### src/shared/spr_defines.vh
// constants for the two-channel setpoint relay controller
`ifndef SPR_DEFINES_VH
`define SPR_DEFINES_VH
// ----------------------------------------
// apb register map
// ----------------------------------------
`define SPR_A_CTRL 8'h00
`define SPR_A_STAT 8'h04
`define SPR_A_SP0 8'h08
`define SPR_A_SP1 8'h0c
`define SPR_CTRL_RST 2'h0
// status fields
`define SPR_ST_RELAY 1:0
`define SPR_ST_FAULT 2
`define SPR_ST_SHOW 3
`define SPR_ST_LOAD 4
// ----------------------------------------
// setpoint word: {digit1, digit2, exponent}
// ----------------------------------------
`define SPR_D1 15:12
`define SPR_D2 11:8
`define SPR_EX 7:0
`define SPR_SP_MIN 16'h10f4
`define SPR_EX_MIN 8'hf4
`define SPR_EX_MAX 8'h05
`define SPR_EX_SPAN 8'h11
`define SPR_EX_BIAS 5'h10
`define SPR_MANT_TOP 7'h5a
// ----------------------------------------
// timing
// ----------------------------------------
`define SPR_CLK_HZ 50000000
`define SPR_SHOW_MS 2000
`define SPR_HOLD_MS 500
`define SPR_SLOW_MS 250
`define SPR_FAST_MS 50
`define SPR_CHK_MS 1000
`define SPR_MS2CYC(ms) ((ms) * (`SPR_CLK_HZ / 1000))
`endif

### src/design/spr_ctrl.v
// two-channel setpoint relay controller with nv storage and apb access
// Notes on behaviour
// - two channels, each drives one relay
// - setpoint: two digits mantissa, one exponent
// - compare display value directly, no units
// - above-atmosphere setpoint: always active, overflow excepted
// - zero setpoint: inactive, reversed polarity active
// - short press shows setpoint two seconds
// - hold steps slow, faster after decade
// - two seconds after release: redisplay, store
// - gauge off deactivates relays; ovr_on still forces a relay on here
// - degas freezes relay states
// - on below setpoint, off above plus 10%+step
// - hysteresis rounds up on second digit five
// - ignore display bus while setpoint shown
// - polarity off activates below setpoint
// - override right forces on, left off
// - setpoints kept in ram copies
// - load at power-up, checksum kept current
// - periodic checksum recompute and compare
// - invalid stored setpoint becomes zero
// - fault indicator on circuit failure
//
// Chosen here: register access over APB and the register offsets.
`include "spr_defines.vh"
`default_nettype none
module spr_ctrl #(
  parameter [31:0] SHOW_CYC = `SPR_MS2CYC(`SPR_SHOW_MS),
  parameter [31:0] HOLD_CYC = `SPR_MS2CYC(`SPR_HOLD_MS),
  parameter [31:0] SLOW_CYC = `SPR_MS2CYC(`SPR_SLOW_MS),
  parameter [31:0] FAST_CYC = `SPR_MS2CYC(`SPR_FAST_MS),
  parameter [31:0] CHK_CYC = `SPR_MS2CYC(`SPR_CHK_MS)
) (
  // clock and reset
  input wire core_clk,
  input wire nrst,
  // apb slave
  input wire psel,
  input wire penable,
  input wire pwrite,
  input wire [7:0] paddr,
  input wire [31:0] pwdata,
  output reg [31:0] prdata,
  output wire pready,
  output reg pslverr,
  // display bus snoop
  input wire disp_valid,
  input wire [15:0] disp_word,
  input wire disp_ovf,
  // gauge state
  input wire gauge_on,
  input wire degas,
  // front panel
  input wire btn_up,
  input wire btn_dn,
  input wire chan_sel,
  input wire [1:0] ovr_on,
  input wire [1:0] ovr_off,
  // display of setpoint
  output reg show_sp,
  output reg [15:0] sp_disp_word,
  // relays and fault lamp
  output reg [1:0] process_relay_channel,
  output reg fault_led,
  // non-volatile memory port
  output reg nv_req,
  output reg nv_we,
  output reg nv_addr,
  output reg [15:0] nv_wdata,
  input wire nv_ack,
  input wire [15:0] nv_rdata
);
// ----------------------------------------
// helpers
// ----------------------------------------
function [6:0] mant;
  input [15:0] w;
  begin
    mant = w[`SPR_D1] * 4'ha + {3'h0, w[`SPR_D2]};
  end
endfunction

function [15:0] mk;
  input [6:0] m;
  input [7:0] e;
  reg [6:0] q;
  reg [6:0] r;
  begin
    q = m / 7'd10;
    r = m - q * 7'd10;
    mk = {q[3:0], r[3:0], e};
  end
endfunction

// ordered key: biased exponent, then mantissa; zero sorts lowest
function [11:0] key;
  input [15:0] w;
  begin
    if (mant(w) == 7'h0) begin
      key = 12'h0;
    end else begin
      key = {w[4:0] + `SPR_EX_BIAS, mant(w)};
    end
  end
endfunction

function valid;
  input [15:0] w;
  reg [7:0] eb;
  begin
    eb = w[`SPR_EX] - `SPR_EX_MIN;
    if (w == 16'h0) begin
      valid = 1'b1;
    end else begin
      valid = (w[`SPR_D1] <= 4'h9) && (w[`SPR_D2] <= 4'h9) &&
        (w[`SPR_D1] != 4'h0) && (eb < `SPR_EX_SPAN) &&
        !(w[`SPR_EX] == `SPR_EX_MAX && mant(w) > `SPR_MANT_TOP);
    end
  end
endfunction

// one step; msb flags a decade crossing
function [16:0] step;
  input [15:0] w;
  input up;
  reg [6:0] m;
  reg [7:0] e;
  begin
    m = mant(w);
    e = w[`SPR_EX];
    if (up) begin
      if (m == 7'h0) begin
        step = {1'b0, `SPR_SP_MIN};
      end else if (e == `SPR_EX_MAX && m >= `SPR_MANT_TOP) begin
        step = {1'b0, w};
      end else if (m == 7'h63) begin
        step = {1'b1, 8'h10, e + 8'h1};
      end else begin
        step = {1'b0, mk(m + 7'h1, e)};
      end
    end else begin
      if (m == 7'h0) begin
        step = {1'b0, w};
      end else if (m == 7'ha && e == `SPR_EX_MIN) begin
        step = 17'h0;
      end else if (m == 7'ha) begin
        step = {1'b1, 8'h99, e - 8'h1};
      end else begin
        step = {1'b0, mk(m - 7'h1, e)};
      end
    end
  end
endfunction

// release threshold: setpoint + 10% (rounded) + one step
function [11:0] off_key;
  input [15:0] w;
  reg [7:0] s;
  begin
    s = {1'b0, mant(w)} + {4'h0, w[`SPR_D1]} +
      {7'h0, (w[`SPR_D2] >= 4'h5)} + 8'h1;
    if (s > 8'h63) begin
      off_key = {w[4:0] + `SPR_EX_BIAS + 5'h1,
        (s == 8'h64) ? 7'ha : 7'hb};
    end else begin
      off_key = {w[4:0] + `SPR_EX_BIAS, s[6:0]};
    end
  end
endfunction

// ----------------------------------------
// state
// ----------------------------------------
localparam [3:0] UI_IDLE = 4'b0001;
localparam [3:0] UI_PRESS = 4'b0010;
localparam [3:0] UI_SCROLL = 4'b0100;
localparam [3:0] UI_SHOW = 4'b1000;
localparam [2:0] NV_LOAD = 3'b001;
localparam [2:0] NV_IDLE = 3'b010;
localparam [2:0] NV_WR = 3'b100;

reg [15:0] sp_ram [0:1];
reg [15:0] csum;
reg [1:0] pol;
reg [3:0] ui_st;
reg [2:0] nv_st;
reg [31:0] ui_tmr;
reg [31:0] chk_tmr;
reg ui_ch;
reg ui_up;
reg fast;
reg dirty;
reg [1:0] wr_pend;
reg ld_idx;
reg wr_idx;
reg [11:0] p_key;
reg p_ovf;
reg [1:0] low;

wire btn = btn_up | btn_dn;
wire [15:0] sum = sp_ram[0] + sp_ram[1];
wire loading = nv_st == NV_LOAD;
wire chk_tick = chk_tmr == CHK_CYC - 32'h1;
wire mismatch = chk_tick && !loading && csum != sum;
wire [16:0] stp = step(sp_ram[ui_ch], ui_up);
wire [31:0] rate = fast ? FAST_CYC : SLOW_CYC;
wire do_step = (ui_st == UI_PRESS && ui_tmr == HOLD_CYC - 32'h1) ||
  (ui_st == UI_SCROLL && ui_tmr == rate - 32'h1);
wire [15:0] ld_word = valid(nv_rdata) ? nv_rdata : 16'h0;
wire ld_wr = loading && nv_ack;
wire apb_wr = psel && penable && pwrite;
wire commit = ui_st == UI_SHOW && ui_tmr == SHOW_CYC - 32'h1;

// ----------------------------------------
// apb slave
// ----------------------------------------
assign pready = 1'b1;

always @(posedge core_clk) begin
  if (!nrst) begin
    prdata <= 32'h0;
    pslverr <= 1'b0;
  end else if (psel && !penable) begin
    pslverr <= 1'b0;
    prdata <= 32'h0;
    case (paddr)
      `SPR_A_CTRL: prdata <= {30'h0, pol};
      `SPR_A_STAT: prdata <= {27'h0, loading, show_sp, fault_led,
        process_relay_channel};
      `SPR_A_SP0: prdata <= {16'h0, sp_ram[0]};
      `SPR_A_SP1: prdata <= {16'h0, sp_ram[1]};
      default: pslverr <= 1'b1;
    endcase
  end
end

always @(posedge core_clk) begin
  if (!nrst) begin
    pol <= `SPR_CTRL_RST;
  end else if (apb_wr && paddr == `SPR_A_CTRL) begin
    pol <= pwdata[1:0];
  end
end

// ----------------------------------------
// setpoint ram and checksum
// ----------------------------------------
always @(posedge core_clk) begin
  if (!nrst) begin
    sp_ram[0] <= 16'h0;
    sp_ram[1] <= 16'h0;
    csum <= 16'h0;
  end else if (ld_wr) begin
    sp_ram[ld_idx] <= ld_word;
    if (ld_idx) begin
      csum <= sp_ram[0] + ld_word;
    end
  end else if (do_step) begin
    sp_ram[ui_ch] <= stp[15:0];
    csum <= sum - sp_ram[ui_ch] + stp[15:0];
  end
end

// periodic integrity check
always @(posedge core_clk) begin
  if (!nrst || chk_tick) begin
    chk_tmr <= 32'h0;
  end else begin
    chk_tmr <= chk_tmr + 32'h1;
  end
end

always @(posedge core_clk) begin
  if (!nrst) begin
    fault_led <= 1'b0;
  end else if (mismatch) begin
    fault_led <= 1'b1;
  end else if (apb_wr && paddr == `SPR_A_STAT &&
      pwdata[`SPR_ST_FAULT]) begin
    fault_led <= 1'b0;
  end
end

// ----------------------------------------
// non-volatile memory sequencer
// ----------------------------------------
always @(posedge core_clk) begin
  if (!nrst) begin
    nv_st <= NV_LOAD;
    ld_idx <= 1'b0;
    wr_idx <= 1'b0;
    wr_pend <= 2'h0;
    nv_req <= 1'b0;
    nv_we <= 1'b0;
    nv_addr <= 1'b0;
    nv_wdata <= 16'h0;
  end else begin
    if (commit && dirty) begin
      wr_pend[ui_ch] <= 1'b1;
    end
    case (nv_st)
      NV_LOAD: begin
        nv_req <= !nv_ack;
        nv_we <= 1'b0;
        nv_addr <= ld_idx;
        if (nv_ack) begin
          ld_idx <= ~ld_idx;
          if (ld_idx) begin
            nv_st <= NV_IDLE;
          end
        end
      end
      NV_IDLE: begin
        if (mismatch) begin
          ld_idx <= 1'b0;
          nv_st <= NV_LOAD;
        end else if (wr_pend != 2'h0) begin
          wr_idx <= !wr_pend[0];
          nv_addr <= !wr_pend[0];
          nv_wdata <= sp_ram[!wr_pend[0]];
          nv_we <= 1'b1;
          nv_req <= 1'b1;
          nv_st <= NV_WR;
        end
      end
      NV_WR: begin
        if (nv_ack) begin
          nv_req <= 1'b0;
          nv_we <= 1'b0;
          if (!(commit && dirty && ui_ch == wr_idx)) begin
            wr_pend[wr_idx] <= 1'b0;
          end
          nv_st <= NV_IDLE;
        end
      end
      default: nv_st <= NV_LOAD;
    endcase
  end
end

// ----------------------------------------
// button handling and setpoint display
// ----------------------------------------
always @(posedge core_clk) begin
  if (!nrst) begin
    ui_st <= UI_IDLE;
    ui_tmr <= 32'h0;
    ui_ch <= 1'b0;
    ui_up <= 1'b0;
    fast <= 1'b0;
    dirty <= 1'b0;
    show_sp <= 1'b0;
  end else begin
    ui_tmr <= ui_tmr + 32'h1;
    case (ui_st)
      UI_IDLE: begin
        if (btn && !loading) begin
          ui_ch <= chan_sel;
          ui_up <= btn_up;
          ui_tmr <= 32'h0;
          show_sp <= 1'b1;
          ui_st <= UI_PRESS;
        end
      end
      UI_PRESS: begin
        if (!btn) begin
          ui_tmr <= 32'h0;
          ui_st <= UI_SHOW;
        end else if (do_step) begin
          ui_tmr <= 32'h0;
          fast <= 1'b0;
          dirty <= 1'b1;
          ui_st <= UI_SCROLL;
        end
      end
      UI_SCROLL: begin
        if (!btn) begin
          ui_tmr <= 32'h0;
          ui_st <= UI_SHOW;
        end else if (do_step) begin
          ui_tmr <= 32'h0;
          if (stp[16]) begin
            fast <= 1'b1;
          end
        end
      end
      UI_SHOW: begin
        if (btn) begin
          ui_up <= btn_up;
          ui_tmr <= 32'h0;
          ui_st <= UI_PRESS;
        end else if (commit) begin
          show_sp <= 1'b0;
          dirty <= 1'b0;
          ui_st <= UI_IDLE;
        end
      end
      default: ui_st <= UI_IDLE;
    endcase
  end
end

always @(posedge core_clk) begin
  if (!nrst) begin
    sp_disp_word <= 16'h0;
  end else begin
    sp_disp_word <= sp_ram[ui_ch];
  end
end

// ----------------------------------------
// pressure capture from the display bus
// ----------------------------------------
always @(posedge core_clk) begin
  if (!nrst) begin
    p_key <= 12'h0;
    p_ovf <= 1'b1;
  end else if (disp_valid && !show_sp && !degas) begin
    p_key <= key(disp_word);
    p_ovf <= disp_ovf;
  end
end

// ----------------------------------------
// per-channel decision and relay drive
// ----------------------------------------
genvar c;
generate
  for (c = 0; c < 2; c = c + 1) begin : g_ch
    wire [11:0] sk = key(sp_ram[c]);
    wire auto_on = pol[c] ? !low[c] : low[c];
    always @(posedge core_clk) begin
      if (!nrst) begin
        low[c] <= 1'b0;
      end else if (!degas && !loading) begin
        if (sk != 12'h0 && p_key < sk) begin
          low[c] <= 1'b1;
        end else if (p_key >= off_key(sp_ram[c]) || sk == 12'h0) begin
          low[c] <= 1'b0;
        end
      end
    end
    always @(posedge core_clk) begin
      if (!nrst) begin
        process_relay_channel[c] <= 1'b0;
      end else if (ovr_on[c]) begin
        process_relay_channel[c] <= 1'b1;
      end else if (ovr_off[c]) begin
        process_relay_channel[c] <= 1'b0;
      end else if (!gauge_on || loading) begin
        process_relay_channel[c] <= 1'b0;
      end else if (!degas) begin
        process_relay_channel[c] <= !p_ovf && auto_on;
      end
    end
  end
endgenerate

endmodule
`default_nettype wire

### config.mk
export PLATFORM = sky130hd
export DESIGN_NAME = spr_ctrl
export DESIGN_NICKNAME = d
export VERILOG_FILES = /design/src/design/spr_ctrl.v
export VERILOG_INCLUDE_DIRS = /design/src /design/src/shared
export SDC_FILE = /design/constraint.sdc
export NUM_CORES = 1
export LEC_CHECK = 0
export BUFFER_PORTS_ARGS = -buffer_cell sky130_fd_sc_hd__buf_4
export CELL_PAD_IN_SITES_DETAIL_PLACEMENT = 0
export CELL_PAD_IN_SITES_GLOBAL_PLACEMENT = 1
export CORE_MARGIN = 5
export CORE_UTILIZATION = 49
export CTS_CLUSTER_SIZE = 12
export DETAILED_ROUTE_END_ITERATION = 8
export PLACE_DENSITY = 0.84
export REMOVE_ABC_BUFFERS = 1
export SLEW_MARGIN = 15
export SYNTH_ARGS = -nofsm -noshare
export SYNTH_HDL_FRONTEND = slang
export SYNTH_SLANG_ARGS = --single-unit
### constraint.sdc
create_clock -name core_clk -period 16 [get_ports core_clk]
set_input_delay 2.4 -clock core_clk [delete_from_list [all_inputs] [get_ports core_clk]]
set_output_delay 2.4 -clock core_clk [all_outputs]
set_load 0.005 [all_outputs]
==> results.toml, run 1 <==
[sta]
finalSetupViolCount = 0
fin_crit_sh_pct = 62.7
tns_ns = 0
slew_viol_final = 0
timing.fmax_mhz = 99.7
worst_pin_slew_ns = 1.10
hold_viol = 0
rsz0062_at_grt = "false"
relSlewSlack_pct = 26.3
worst_slack_ns = 5.97
post-route-min-period_ns = 10.03
skew_ns = 0.0165

[critical_path]
end_kind = "flip-flop"
critical_path.max_fanout = 25
cp.required_ns = 16.42
criticalPathCategory = "flip-flop to flip-flop"
critical_path_arrival_ns = 10.45
critPathSlowestCell = "mux2i_1"
slowest_delay_ns = 0.66
cp_common_cell = "ha_1"
start_kind = "flip-flop"

[yosys]
synth-compound-area-share_pct = 18.3
synth.area.top_cells = "dfxtp_1 20%, ha_1 11%, nor2_1 6.3%"
yosys.area.top_type = "dfxtp_1"
netlist_area_sq_um = 16700
synth_edf_count = 32
yosys_warnings = 0
ys_ff_latch = 201
synth_fa_ha_area_share_pct = 14.8
synth_xor_area_share_pct = 9.70
yosysMostFrequentCell = "nor2_1"
synthSimpleGateAreaFrac_pct = 22.2
synth_top_area_share_pct = 20.3
ys_seq_area_share_pct = 26.0
netlist_top_cells_count = "278 x nor2_1, 169 x dfxtp_1, 155 x nand2_1"
synthMuxAreaShare_pct = 3.73
syn_avg_cell_area_sq_um = 8.10
synth_top_family_by_area = "simple AND/OR/NAND/NOR gates"
synthFlopType = "dfxtp_1"
synth_cell_types = 92
synthCells = 2059
async_flop_share_pct = 0

[global_routing]
grt_antenna_before_repair = 0
grt_usage_pct = 23.7
grt_pass1_wl_mm = 75.3
globalRoute.totalOverflow = 0
grt_max_degree = 65
grt_pass1_vias = 14600

[placed_design]
port_buffers = 112
placed_cell_area_sq_um = 17700
dp_hpwl_mm = 36.0
pre_cts_slack_ns = 6.12
gp_congestion = 0.940
placed_cells = 2540

[die]
start_util_pct = 49.6
die_w_um = 195
dieArea_sq_um = 37800
die_h_um = 195
ioPinCount = 162
core_sq_um = 33600
num_rows = 67

[detailed_routing]
vias_per_cell = 5.80
dr.pass1.iters = 5
drcViolationCount = 0
ant_nets = 0
wl_per_cell_um = 18.1
drt-total-wl_mm = 46.8
drt_iter0_markers = 892
dr_total_vias = 15000

[hold_path]
min_path_type = "flip-flop to flip-flop"
hp-start = "chk_tmr[0]"

[cts]
cts_max_level = 1
cts_tree = "yes"
cts_resized = 0
postCtsSetupBuffers = 0
cts_root_buf = "clkbuf_16"
cts.clk_slew.worst_paths_ns = 0.06
clock-sinks = 201
cts_buffers = 24
cts.hold.buffers_added = 0
clock_latency_ns = 0.53
clockBufferDepth = 3

[power_and_ir_drop]
vdd_ir_drop_max_v = 0.0000854
leakage_uw = 0.00768
power.density_nw_per_um2 = 138

[final_layout]
layout.nets = 2387
antenna_cells = 0
final_cell_count_no_fill = 2584
areaGrowthSynthToFinish_pct = 11.4
drive_above_1_share_pct = 9.69
fin_area_sq_um = 18600

[flow_run]
cap_viol_max_count = 0

[run_status]
outcome = "finished, final reports clean"
==> worst paths after layout <==
kind / endpoint / cells after the start / slack, ns
min reg2reg: chk_tmr[0] / 1 / 0.46
min: chk_tmr[0] / 1 / 0.46
max reg2reg: csum[14] / 32 / 5.97
max: csum[14] / 32 / 5.97
==> state kept, by name, summed over array words and instances, names as in the netlist, 2 cells and up, named ones only <==
register and cells:
sp_disp_word 16, pol 2, nv_wdata 16, low 2, sp_ram 32, process_relay_channel 2
p_key 12, wr_pend 2, nv_st 3, ui_tmr 32, ui_st 4, chk_tmr 32
prdata 16, csum 16
==> power by group <==
part	internal [uW]	switching, uW	total [uW]
Combinational	591	812	1400
Sequential	548	41.0	589
Clock	352	224	576
==> through the flow <==
stage	hold WS (ns)	power (uW)	util, %
CTS	0.470	2580	55.3
finish	0.465	2570	55.3
global placement	0.442	1970	52.8
floorplan	0.430	1670	-
global route	0.491	2780	55.3
detailed placement	0.455	1990	52.8
==> cell usage in the layout (no fill, tap or decap), types with 6 or more instances in the layout <==
master,n
a31oi_1,16
edfxtp_1,32
clkbuf_8,11
or2_2,6
a22oi_1,30
nand4_1,29
o31ai_1,9
o211ai_1,14
mux2i_1,42
nor3b_1,11
nand3b_1,9
and2_1,24
nor2_1,278
xnor2_1,105
clkbuf_16,25
xor2_1,65
or3_1,16
a21oi_1,126
nor3_1,49
a311oi_1,6
a21o_1,39
buf_4,123
or4_1,7
o21a_1,17
fa_1,29
inv_1,97
dfxtp_1,169
nand3_1,73
nor2b_1,24
nand2b_1,25
nand2_1,155
a211oi_1,44
ha_1,151
conb_1,17
o21ai_0,90
mux2_2,12
and3_1,17
nor4_1,27
==> layer usage <==
layer	GRT usage, %	vias up	share of wire [%]
met5	0	-	0
met4	6.67	0	2.8
met3	2.46	84	4.0
met2	42.4	332	49
met1	30.5	7138	45
li1	-	7437	-
==> kinds of logic (layout without fill, tap and decap cells) <==
logic type	after synthesis	in the layout
mux	57	57
compound gates	466	466
simple gates	773	773
xor+xnor	176	176
other cells	2	17
buf+inv	204	266
flops	201	201
fa+ha+maj	180	180
==> critical path: cells and delay by family (launching register included) <==
family	cells	cell delay, ns
AO/OA/AOI/OAI	14	3.41
adder cells (fa/ha/maj)	7	2.63
AND/OR/NAND/NOR	5	1.45
XOR/XNOR	2	0.88
multiplexers	1	0.66
buffers and inverters	3	0.56
flip-flops	1	0.30
==> cell type report <==
| cell class | instances | area (sq um) |
|---|---|---|
| Clock buffer | 41 | 796 |
| Tap cell | 448 | 561 |
| Timing Repair Buffer | 123 | 923 |
| Clock inverter | 3 | 43.8 |
| Multi-Input combinational cell | 1669 | 11500 |
| Fill cell | 3189 | 15000 |
| Sequential cell | 201 | 4340 |
| Inverter | 99 | 373 |
Note: power is estimated with default switching activity, not from simulation.
==> run 2, diff against run 1 <==
- CORE_UTILIZATION: 49 -> 46
- PLACE_DENSITY: 0.84 -> 0.79
- clock period: 16 -> 9.3 ns (I/O delays scaled with it)
==> run 2 against run 1 <==
Compared with the run above: register-to-register slack lost 5.3 ns; total power grew 76%; die area is 6.2% higher; sequential share of layout area fell by 0.45 points; count of clock-buffer cells in the layout decreased by 7; via count increased by 1.2%; first-iteration DRC count is 9.3% higher; critical path type unchanged; largest cell class unchanged; highest routed layer unchanged.
==> results.toml, run 2 (synthesis results as in run 1) <==
[critical_path]
path_buf_inv = 3
critPathSlowestCell = "dfxtp_1"
cp_common_cell = "ha_1"
worstSetupEndpoint = "csum[14]"
criticalPathCategory = "flip-flop to flip-flop"
critical_path.max_fanout = 9
end_kind = "flip-flop"
slowest_delay_ns = 0.56
path_depth = 33
r2r_end = "csum[14]"
cp.required_ns = 9.80
crit_family = "compound AO/OA/AOI/OAI gates"
reg2regPathDepth = 33
rrSetupSlack_ns = 0.62
critical_path_arrival_ns = 9.18
start_kind = "flip-flop"

[global_routing]
grtUsageMet3_pct = 2.70
grt_max_degree = 71
grt_usage_pct = 23.2
grt_pass1_wl_mm = 77.9
globalRoute.totalOverflow = 0
grt_pass1_vias = 14800
grt_util_met2_pct = 40.3
grt_antenna_before_repair = 0
gr-max-usage-layer = "met2"
grtUsageMet1_pct = 30.0

[hold_path]
min_path_type = "flip-flop to flip-flop"
hold_path_depth = 1

[sta]
post-route-min-period_ns = 8.68
timing.fmax_mhz = 115
worst_pin_slew_ns = 1.03
skew_ns = 0.0108
rsz0062_at_grt = "false"
fin_crit_sh_pct = 93.3
fin_hold_ws_ns = 0.459
finalSetupViolCount = 0
hold_viol = 0
tns_ns = 0
slew_viol_final = 0
relSlewSlack_pct = 31.2

[placed_design]
port_buffers = 112
placed_cell_area_sq_um = 18000
dp_hpwl_mm = 37.7
gp_congestion = 0.921

[die]
ioPinCount = 162
core_sq_um = 35700
die_w_um = 200
die_h_um = 200
num_rows = 69
start_util_pct = 46.8
dieArea_sq_um = 40200

[final_layout]
areaGrowthSynthToFinish_pct = 13.6
drive_above_1_share_pct = 11.6
layout.nets = 2424
n_fill_cell = 3467
utilization_pct = 53.2
multiInputGateArea_sq_um = 11600
biggestRegsByFlops = "chk_tmr: 32 flops, sp_ram: 32 flops, ui_tmr: 32 flops"
fin_area_sq_um = 19000
antenna_cells = 0
regArea_sq_um = 4340
final_common_cell = "nor2_1"
layout_common_cells = "278 x nor2_1, 169 x dfxtp_1, 159 x buf_4"

[cts]
cts_root_buf = "clkbuf_16"
cts.clk_slew.worst_paths_ns = 0.06
clockBufferDepth = 3
cts_tree = "yes"
cts_buffers = 25
clock-sinks = 201
clock_latency_ns = 0.55
cts_max_level = 1
cts.hold.buffers_added = 0

[power_and_ir_drop]
vdd_ir_drop_max_v = 0.000165
leakage_uw = 0.00790
power_uw = 4530
power.density_nw_per_um2 = 239

[detailed_routing]
vias_per_cell = 5.76
drt_iter0_markers = 975
dr_total_vias = 15200
ant_nets = 0
dr.pass1.iters = 5
drcViolationCount = 0
wl_per_cell_um = 18.4
drt-total-wl_mm = 48.6

[run_status]
outcome = "finished, final reports clean"

[flow_run]
cap_viol_max_count = 0
## run 2: cell types whose count changed in the layout (fill, tap and decap cells not counted), moves of 2 or more
cell and change:
buf_4 +36, bufinv_16 +2, clkbuf_1 -2, clkbuf_8 -6, clkinv_2 +5, xnor2_1 -3
xnor2_2 +3
## run 2: how the worst min path moves through the flow
| stage | from | endpoint |
|---|---|---|
| floorplan | ui_tmr[0] | ui_tmr[0] |
| global placement | ui_tmr[0] | ui_tmr[0] |
| detailed placement | chk_tmr[0] | chk_tmr[0] |
| CTS | ui_tmr[0] | ui_tmr[0] |
| global route | chk_tmr[0] | chk_tmr[0] |
| finish | ui_tmr[0] | ui_tmr[0] |
## run 2: cell type report
| cell class | instances | area share (%) |
|---|---|---|
| well taps | 461 | 3.04 |
| clock buffers | 34 | 3.86 |
| flip-flops and latches | 201 | 22.9 |
| clock inverters | 12 | 0.805 |
| repair buffers | 159 | 6.30 |
| inverters | 99 | 1.97 |
| multi-input cells | 1669 | 61.1 |
## run 2: timing repair
action / 4_1_cts / 5_1_grt
gates resized for setup: 0 / 6
hold endpoints to repair: 0 / 0
endpoints found under the setup margin: 0 / 4
setup buffers: 0 / 0
## run 2: routing by layer
| layer | routed length, um | vias up | share of wire [%] |
|---|---|---|---|
| met1 | 21300 | 7193 | 44 |
| met2 | 23100 | 374 | 48 |
| met4 | 1760 | 0 | 3.6 |
| met5 | 0 | - | 0 |
| met3 | 2440 | 96 | 5.0 |
| li1 | - | 7506 | - |
## run 2: stage by stage
stage / cells / worst slack, ns
after detailed placement: 2589 / 0.306
after CTS: 2635 / 0.255
final: 2635 / 0.621
after floorplan: 1969 / 0.859
after global placement: 2589 / 0.373
after global routing: 2635 / 0.0653
## run 2: where the power goes
part           switching [uW]  internal (uW)
clock                     409            636
sequential               61.8            943
combinational            1420           1060
total                    1890           2640
## run 2: worst register-to-register path: cells and delay by family, from the launching register on
family	cells	cell delay, ns
xor gates and xnor gates	2	0.34
AOI/OAI and AO/OA	13	2.54
and+or+nand+nor	6	1.54
buffers and inverters	3	0.39
DFF	1	0.56
adders and majority gates	7	2.52
muxes	2	0.72
